--- config.mk ---
export PLATFORM = sky130hd
export DESIGN_NAME = uart_channel_mode_control
export DESIGN_NICKNAME = d
export VERILOG_FILES = /design/src/design/uart_mode_pkg.sv /design/src/design/uart_channel_mode_control.sv
export SDC_FILE = /design/constraint.sdc
export NUM_CORES = 1
export LEC_CHECK = 0
export BUFFER_PORTS_ARGS = -buffer_cell sky130_fd_sc_hd__buf_2
export CORE_AREA = 2 2 72 74
export CTS_BUF_LIST = sky130_fd_sc_hd__clkbuf_4 sky130_fd_sc_hd__clkbuf_8
export DETAILED_ROUTE_END_ITERATION = 12
export DIE_AREA = 0 0 74 76
export PLACE_DENSITY = 0.76
export SLEW_MARGIN = 20
export SYNTH_ARGS = -nofsm -noshare
export SYNTH_HDL_FRONTEND = slang
export SYNTH_SLANG_ARGS = --single-unit
--- constraint.sdc ---
create_clock -name clk -period 1.21 [get_ports clk]
set_input_delay 0.121 -clock clk [delete_from_list [all_inputs] [get_ports clk]]
set_output_delay 0.121 -clock clk [all_outputs]
set_load 0.1 [all_outputs]
--- src/design/uart_mode_pkg.sv ---
package uart_mode_pkg;
  // Notes on behaviour
  // - Transparent recognised characters enter receive queue normally.
  // - Withheld character status lost unless block error mode.
  // - Transmit field picks queue level for arbiter bid.
  // - Flow field: host, auto transmit, auto receive, both.
  // - Auto transmit: Xoff pauses, Xon resumes transmitter.
  // - Auto receive: send Xoff at twelve queued characters.
  // - After auto Xoff, send Xon at eight or fewer.
  // - Nonzero flow field blocks Xon/Xoff send commands.
  // - Flow characters always raise recognition event when enabled.
  // - Reading recognition status clears event and its bits.
  // - Address field: none, wake, doze, wake and doze.
  // - Nonzero address field makes comparators general detectors.
  // - Request to send follows commands unless automatic.
  // - Receiver control negates request on start at threshold.
  // - Receiver control reasserts request below three quarters.
  // - Masking set: status reads are live AND mask.
  // - Masking clear: status reads return raw live status.
  // - Character mode: error bits describe queue output character.
  // - Block mode: error bits OR since reset-error command.
  // - Parity codes 00, 01 use parity; 10 none.
  // - Parity code 11 selects multidrop wake-up mode.
  // - Parity type bit meaning depends on parity mode.
  // - Length field gives five to eight data bits.
  // - New mode values act on the next cycle.
  // - Interrupt mask bit four gates the recognition interrupt.
  // - Reset disables recognition and its interrupt.

  localparam logic [2:0] SEL_MODE0 = 3'h0;
  localparam logic [2:0] SEL_MODE1 = 3'h1;
  localparam logic [2:0] SEL_CHAR_RECOGNITION_EVENT_STATUS  = 3'h2;
  localparam logic [2:0] SEL_ISR   = 3'h3;

  localparam int M0_FLOW_TRANSP = 7;
  localparam int M0_ADDR_TRANSP = 6;
  localparam int M0_TRANSMIT_INTERRUPT_LEVEL_LSB   = 4;
  localparam int M0_FLOW_LSB    = 2;
  localparam int M0_ADDR_LSB    = 0;
  localparam int M1_RX_RTS      = 7;
  localparam int M1_ISR_MASKED  = 6;
  localparam int M1_BLOCK_ERR   = 5;
  localparam int M1_PAR_LSB     = 3;
  localparam int M1_PAR_TYPE    = 2;
  localparam int M1_BITS_LSB    = 0;
  localparam int REC_IRQ_BIT    = 4;

  localparam logic [7:0] MODE0_RESET = 8'h00;
  localparam logic [7:0] MODE1_RESET = 8'h00;

  localparam logic [1:0] TRANSMIT_INTERRUPT_LEVEL_EMPTY  = 2'h0;
  localparam logic [1:0] TRANSMIT_INTERRUPT_LEVEL_3Q     = 2'h1;
  localparam logic [1:0] TRANSMIT_INTERRUPT_LEVEL_HALF   = 2'h2;
  localparam logic [1:0] FLOW_HOST    = 2'h0;
  localparam logic [1:0] ADDR_NONE    = 2'h0;
  localparam logic [1:0] PAR_WAKEUP   = 2'h3;
  localparam logic [1:0] PAR_NONE     = 2'h2;

  localparam logic [4:0] QUEUE_DEPTH   = 5'h10;
  localparam logic [4:0] TX_3Q_EMPTY   = 5'h04;
  localparam logic [4:0] TX_HALF_EMPTY = 5'h08;
  localparam logic [4:0] RX_XOFF_LEVEL = 5'h0C;
  localparam logic [4:0] RX_XON_LEVEL  = 5'h08;
  localparam logic [4:0] RX_RTS_LEVEL  = 5'h0C;
  localparam int         BITS_BASE     = 5;

  typedef struct packed {
    logic       valid;
    logic       xon_match;
    logic       xoff_match;
    logic       addr_match;
    logic [2:0] status;
  } rx_event_t;

  typedef struct packed {
    logic       pop;
    logic [2:0] status;
  } pop_event_t;

  typedef struct packed {
    logic send_xon;
    logic send_xoff;
    logic rts_on;
    logic rts_off;
    logic reset_error;
    logic rec_on;
  } cmd_t;

  typedef struct packed {
    logic       parity_on;
    logic       parity_sense;
    logic       wakeup;
    logic [1:0] data_bits;
    logic       auto_wake;
    logic       auto_doze;
  } line_cfg_t;

  typedef struct packed {
    logic [7:0] mode0;
    logic [7:0] mode1;
    logic [2:0] char_recognition_event_status;
    logic       rec_enable;
    logic       tx_paused;
    logic       xoff_sent;
    logic       rts_n;
    logic       rts_auto_neg;
    logic [2:0] queued_status;
    logic [7:0] rdata;
    logic       send_xon;
    logic       send_xoff;
    logic       push;
    logic [2:0] push_status;
    logic       tx_bid;
    logic       irq;
  } state_t;

  localparam state_t STATE_RESET = '{mode0: MODE0_RESET, mode1: MODE1_RESET,
                                     rts_n: 1'b1, default: '0};
endpackage : uart_mode_pkg

--- src/design/uart_channel_mode_control.sv ---
module uart_channel_mode_control (
  input  wire logic                    clk,
  input  wire logic                    rst_b,
  input  wire logic                    host_wr,
  input  wire logic                    host_rd,
  input  wire logic [2:0]              host_sel,
  input  wire logic [7:0]              host_wdata,
  output logic [7:0]                   host_rdata,
  input  wire uart_mode_pkg::rx_event_t rx_char,
  input  wire uart_mode_pkg::pop_event_t queue_pop,
  input  wire uart_mode_pkg::cmd_t     command,
  input  wire logic                    start_bit,
  input  wire logic [4:0]              rx_level,
  input  wire logic [4:0]              tx_level,
  input  wire logic [7:0]              interrupt_mask,
  input  wire logic [7:0]              live_status,
  output logic                         rx_push,
  output logic [2:0]                   rx_push_status,
  output logic [2:0]                   queued_status,
  output logic                         tx_bid,
  output logic                         tx_paused,
  output logic                         send_xon,
  output logic                         send_xoff,
  output logic                         request_to_send_out_n,
  output logic                         char_rec_irq,
  output uart_mode_pkg::line_cfg_t     line_cfg
);
  import uart_mode_pkg::*;

  state_t st;
  state_t next_st;

  logic [1:0] transmit_interrupt_level_f;
  logic [1:0] flow_f;
  logic [1:0] addr_f;
  logic [1:0] par_f;
  logic       flow_char;
  logic       addr_char;
  logic       withheld;
  logic [7:0] live_all;

  assign transmit_interrupt_level_f = st.mode0[M0_TRANSMIT_INTERRUPT_LEVEL_LSB +: 2];
  assign flow_f  = st.mode0[M0_FLOW_LSB +: 2];
  assign addr_f  = st.mode0[M0_ADDR_LSB +: 2];
  assign par_f   = st.mode1[M1_PAR_LSB +: 2];

  // Comparators only count while recognition is switched on after reset.
  assign flow_char = rx_char.valid && st.rec_enable && (rx_char.xon_match || rx_char.xoff_match);
  assign addr_char = rx_char.valid && st.rec_enable && rx_char.addr_match
                     && (addr_f != ADDR_NONE);
  assign withheld  = (flow_char && !st.mode0[M0_FLOW_TRANSP])
                     || (addr_char && !st.mode0[M0_ADDR_TRANSP]);

  always_comb begin
    live_all = live_status;
    live_all[REC_IRQ_BIT] = |st.char_recognition_event_status;
  end

  always_comb begin
    next_st = st;
    next_st.send_xon  = 1'b0;
    next_st.send_xoff = 1'b0;

    // Fields change the cycle after the write; a character in flight during the write still sees the old value.
    if (host_wr && host_sel == SEL_MODE0) begin
      next_st.mode0 = host_wdata;
    end
    if (host_wr && host_sel == SEL_MODE1) begin
      next_st.mode1 = host_wdata;
    end

    next_st.push        = rx_char.valid && !withheld;
    next_st.push_status = rx_char.status;

    // Error bits: character mode tracks the queue head, block mode ORs.
    if (st.mode1[M1_BLOCK_ERR]) begin
      if (command.reset_error) begin
        next_st.queued_status = 3'h0;
      end
      if (queue_pop.pop) begin
        next_st.queued_status = next_st.queued_status | queue_pop.status;
      end
      if (rx_char.valid && withheld) begin
        next_st.queued_status = next_st.queued_status | rx_char.status;
      end
    end else if (queue_pop.pop) begin
      next_st.queued_status = queue_pop.status;
    end

    unique case (transmit_interrupt_level_f)
      TRANSMIT_INTERRUPT_LEVEL_EMPTY: next_st.tx_bid = (tx_level == 5'h00);
      TRANSMIT_INTERRUPT_LEVEL_3Q:    next_st.tx_bid = (tx_level <= TX_3Q_EMPTY);
      TRANSMIT_INTERRUPT_LEVEL_HALF:  next_st.tx_bid = (tx_level <= TX_HALF_EMPTY);
      default:     next_st.tx_bid = (tx_level < QUEUE_DEPTH);
    endcase

    // Bit 0 of the flow field gates the transmitter, bit 1 watches the queue.
    if (!flow_f[0]) begin
      next_st.tx_paused = 1'b0;
    end else if (flow_char && rx_char.xoff_match) begin
      next_st.tx_paused = 1'b1;
    end else if (flow_char && rx_char.xon_match) begin
      next_st.tx_paused = 1'b0;
    end

    if (flow_f == FLOW_HOST) begin
      next_st.send_xon  = command.send_xon;
      next_st.send_xoff = command.send_xoff;
      next_st.xoff_sent = 1'b0;
    end else if (flow_f[1]) begin
      if (!st.xoff_sent && rx_level >= RX_XOFF_LEVEL) begin
        next_st.send_xoff = 1'b1;
        next_st.xoff_sent = 1'b1;
      end else if (st.xoff_sent && rx_level <= RX_XON_LEVEL) begin
        next_st.send_xon  = 1'b1;
        next_st.xoff_sent = 1'b0;
      end
    end else begin
      next_st.xoff_sent = 1'b0;
    end

    // Commands steer the pin; receiver control overrides on a start at threshold and when reasserting below it.
    if (command.rts_on) begin
      next_st.rts_n        = 1'b0;
      next_st.rts_auto_neg = 1'b0;
    end else if (command.rts_off) begin
      next_st.rts_n        = 1'b1;
      next_st.rts_auto_neg = 1'b0;
    end
    if (st.mode1[M1_RX_RTS]) begin
      if (start_bit && rx_level >= RX_RTS_LEVEL) begin
        next_st.rts_n        = 1'b1;
        next_st.rts_auto_neg = 1'b1;
      end else if (st.rts_auto_neg && rx_level < RX_RTS_LEVEL) begin
        next_st.rts_n        = 1'b0;
        next_st.rts_auto_neg = 1'b0;
      end
    end else begin
      next_st.rts_auto_neg = 1'b0;
    end

    if (command.rec_on) begin
      next_st.rec_enable = 1'b1;
    end

    // A read clears first so that an event in the same cycle survives.
    if (host_rd && host_sel == SEL_CHAR_RECOGNITION_EVENT_STATUS) begin
      next_st.char_recognition_event_status = 3'h0;
    end
    if (flow_char && rx_char.xon_match) begin
      next_st.char_recognition_event_status[0] = 1'b1;
    end
    if (flow_char && rx_char.xoff_match) begin
      next_st.char_recognition_event_status[1] = 1'b1;
    end
    if (addr_char) begin
      next_st.char_recognition_event_status[2] = 1'b1;
    end
    next_st.irq = (|next_st.char_recognition_event_status) && interrupt_mask[REC_IRQ_BIT];

    next_st.rdata = 8'h00;
    if (host_rd) begin
      unique case (host_sel)
        SEL_MODE0: next_st.rdata = st.mode0;
        SEL_MODE1: next_st.rdata = st.mode1;
        SEL_CHAR_RECOGNITION_EVENT_STATUS:  next_st.rdata = {5'h00, st.char_recognition_event_status};
        SEL_ISR: begin
          if (st.mode1[M1_ISR_MASKED]) begin
            next_st.rdata = live_all & interrupt_mask;
          end else begin
            next_st.rdata = live_all;
          end
        end
        default:   next_st.rdata = 8'h00;
      endcase
    end
  end

  always_ff @(posedge clk) begin
    if (!rst_b) begin
      st <= STATE_RESET;
    end else begin
      st <= next_st;
    end
  end

  assign host_rdata            = st.rdata;
  assign rx_push               = st.push;
  assign rx_push_status        = st.push_status;
  assign queued_status         = st.queued_status;
  assign tx_bid                = st.tx_bid;
  assign tx_paused             = st.tx_paused;
  assign send_xon              = st.send_xon;
  assign send_xoff             = st.send_xoff;
  assign request_to_send_out_n = st.rts_n;
  assign char_rec_irq          = st.irq;
  // Parity sense means odd, forced value or address polarity by mode.
  assign line_cfg.parity_on    = (par_f < PAR_NONE);
  assign line_cfg.parity_sense = st.mode1[M1_PAR_TYPE];
  assign line_cfg.wakeup       = (par_f == PAR_WAKEUP);
  assign line_cfg.data_bits    = st.mode1[M1_BITS_LSB +: 2];
  assign line_cfg.auto_wake    = addr_f[0];
  assign line_cfg.auto_doze    = addr_f[1];
endmodule : uart_channel_mode_control

==> metrics.cfg <==
[run_status]
status=finished, final reports clean

[critical_path]
worstPathArrival_ns=1.06
slowest_delay_ns=0.41
crit_path_start_kind=flop
cp_num_buf_inv=1
timing_worst_setup_path_type=flop to output pin
critPathTopFamily=buffers and inverters
critPathCaptureType=output pin
crit_path_top_delay_cell=buf_2
crit_chain=buf_2
critical_path.max_fanout=2
required_ns=1.09

[global_route]
grt_overflow=0
grt_pass1_wl_um=7960
grt_pass1_vias=1769
busiest_layer=met2
grt_start_max_net_pins=35
grtUsageMet3_pct=5.56
grtUsageTotal_pct=18.3
gr-usage-met2_pct=31.1
met1_usage_pct=21.5
antenna_found_initial=0

[power_and_ir_drop]
pwr_density_cell_nw_per_um2=1100
total_power_uw=2940
p_leak_uw=0.00114
sw_frac_of_total_pct=29.6
clock_power_share_pct=31.4
internal_power_uw=2070
seqPwrFrac_pct=50.1
max-vdd-ir-drop_uv=420
p_sw_uw=872
pwr-share-comb_pct=18.4

[yosys]
syn_area_um2=2100
synth_top_area_share_pct=41.1
synth-async-reset-ratio_pct=0
synth-main-ff-cell=dfxtp_1
synth_nets=301
avgSynthCellArea_um2=8.67
synthCells=242
synth-edff-count=0
ys_seq_area_share_pct=41.1
synth.distinct_cells=42
ys.warnings.count=0
yosys.area.top_type=dfxtp_1
ys_top_cells_by_area=dfxtp_1, nand2_1, buf_4, a21boi_1, mux2_2
ys_seq_elements=43

[placed_design]
dp_hpwl_um=3890
place_ws_ns=0.0460
place_congestion=0.768
placedCellCount=377
placed_area_um2=2580
io_buffers=85

[final_layout]
synthToLayoutAreaGrowth_pct=27.5
layout_common_cells=buf_2, nand2_1, dfxtp_1
nNetsFinal=373
drive_above_1_share_pct=36.5
regArea_um2=866
n_antenna_cell=0
multi_input_area_um2=1020
mostFrequentLayoutCell=buf_2
final_area_um2=2670
nFillCells=455
finalNonFillerCells=385

[route]
vias_per_cell=4.84
dr.pass1.iters=4
antenna_left=0
wl_per_cell_um=12.9
vias=1865
drt-initial-drc-count=100
drc=0
routed_wl_um=4960

[floorplanning]
die_h_um=76
die_area_um2=5620
core_area_um2=4910
die_w_um=74
fp-row-count=26
floorplan.initialDensity_pct=42.7
io_pins=87

[clock_tree]
cts_tree=done
cts_root_buffer=clkbuf_8
clock-sinks=43
cts_buffers=5
clk_pin_slew_ns=0.08
clock_latency_ns=0.30
cts_max_level=2
cts_buffer_depth=2

[sta]
max-slew-margin-rel_pct=67.4
drv_slew=0
fmax_ghz=0.847
rsz0062_at_grt=false
final-setup-viol-count=0
hold_violations=0
finalCriticalPeriod_ns=1.18
tightest_slew_ns=0.492
tns_ns=0
fin_ws_ns=0.0300
finalCritPeriodShare_pct=97.5
finalClockSkew_ns=0.00704

[run]
drv_cap=0

[min_path]
hp-class=input port to flop

==> repair_timing <==
item / in CTS / in global routing
gates resized for setup: 1 / 2
setup endpoints to repair: 1 / 2
hold buffers: 0 / 0
setup buffers: 0 / 0
==> cell usage after synthesis (2+ instances only) <==
cell / count
nor2b_1: 3
a21boi_0: 4
a21boi_1: 17
a22oi_1: 4
a21oi_1: 13
mux2i_1: 4
or2b_1: 6
a32oi_1: 3
buf_6: 3
mux2_2: 6
buf_4: 20
nand3b_1: 4
o21ai_0: 9
and2_1: 5
o211ai_1: 2
nand3_1: 3
clkbuf_1: 4
dfxtp_1: 43
nor2_1: 14
nand2_1: 50
inv_1: 3
nor3_1: 2
==> kinds of logic after synthesis <==
| group | synth area share [%] |
|---|---|
| mux | 6.21 |
| compound gates | 19.9 |
| buf+inv | 10.3 |
| flops | 41.1 |
| simple gates | 22.6 |
==> stage by stage <==
step	util, %	hold slack [ns]
after floorplan	-	0.231
final	54.4	0.0163
after CTS	54.3	0.0153
after global placement	52.5	0.317
after detailed placement	52.5	0.328
after global routing	54.4	0.0182
==> routing by layer <==
| metal | share of wire (%) | vias up |
|---|---|---|
| li1 | - | 957 |
| met4 | 1.8 | 0 |
| met5 | 0 | - |
| met3 | 6.3 | 8 |
| met1 | 42 | 850 |
| met2 | 50 | 50 |
==> final cells by class <==
type	instances	share of cell area, %
Sequential cell	43	32.4
Multi-Input combinational cell	168	38.2
Tap cell	70	3.28
Inverter	3	0.421
Clock buffer	6	2.85
Clock inverter	2	0.468
Timing Repair Buffer	93	22.4
==> state kept, by name (all words and copies together) (netlist names) <==
signal                 flops
st                        13
host_rdata                 8
line_cfg                   5
queued_status              3
rx_push_status             3
flow_f                     2
par_f                      2
char_rec_irq               1
request_to_send_out_n      1
rx_push                    1
send_xoff                  1
send_xon                   1
tx_bid                     1
tx_paused                  1
==> power by group through the flow <==
| stage | Combinational [uW] | Sequential [uW] | Clock, uW |
|---|---|---|---|
| after global placement | 532 | 1510 | 0 |
| after floorplan | 307 | 1580 | 0 |
| after CTS | 545 | 1470 | 930 |
| after global routing | 583 | 1480 | 987 |
| after detailed placement | 543 | 1510 | 0 |
| final | 543 | 1470 | 925 |
==> path summary, 6_finish.rpt <==
| check | startpoint | end | slack (ns) | cells past startpoint |
|---|---|---|---|---|
| worst max-delay path | request_to_send_out_n | request_to_send_out_n | 0.03 | 1 |
| worst min-delay path | command[0] | st[23] | 0.02 | 2 |
| worst max register to register | st[33] | host_rdata[2] | 0.06 | 3 |
| worst min register to register | tx_paused | tx_paused | 0.47 | 2 |
Power figures use the tool's default switching activity.
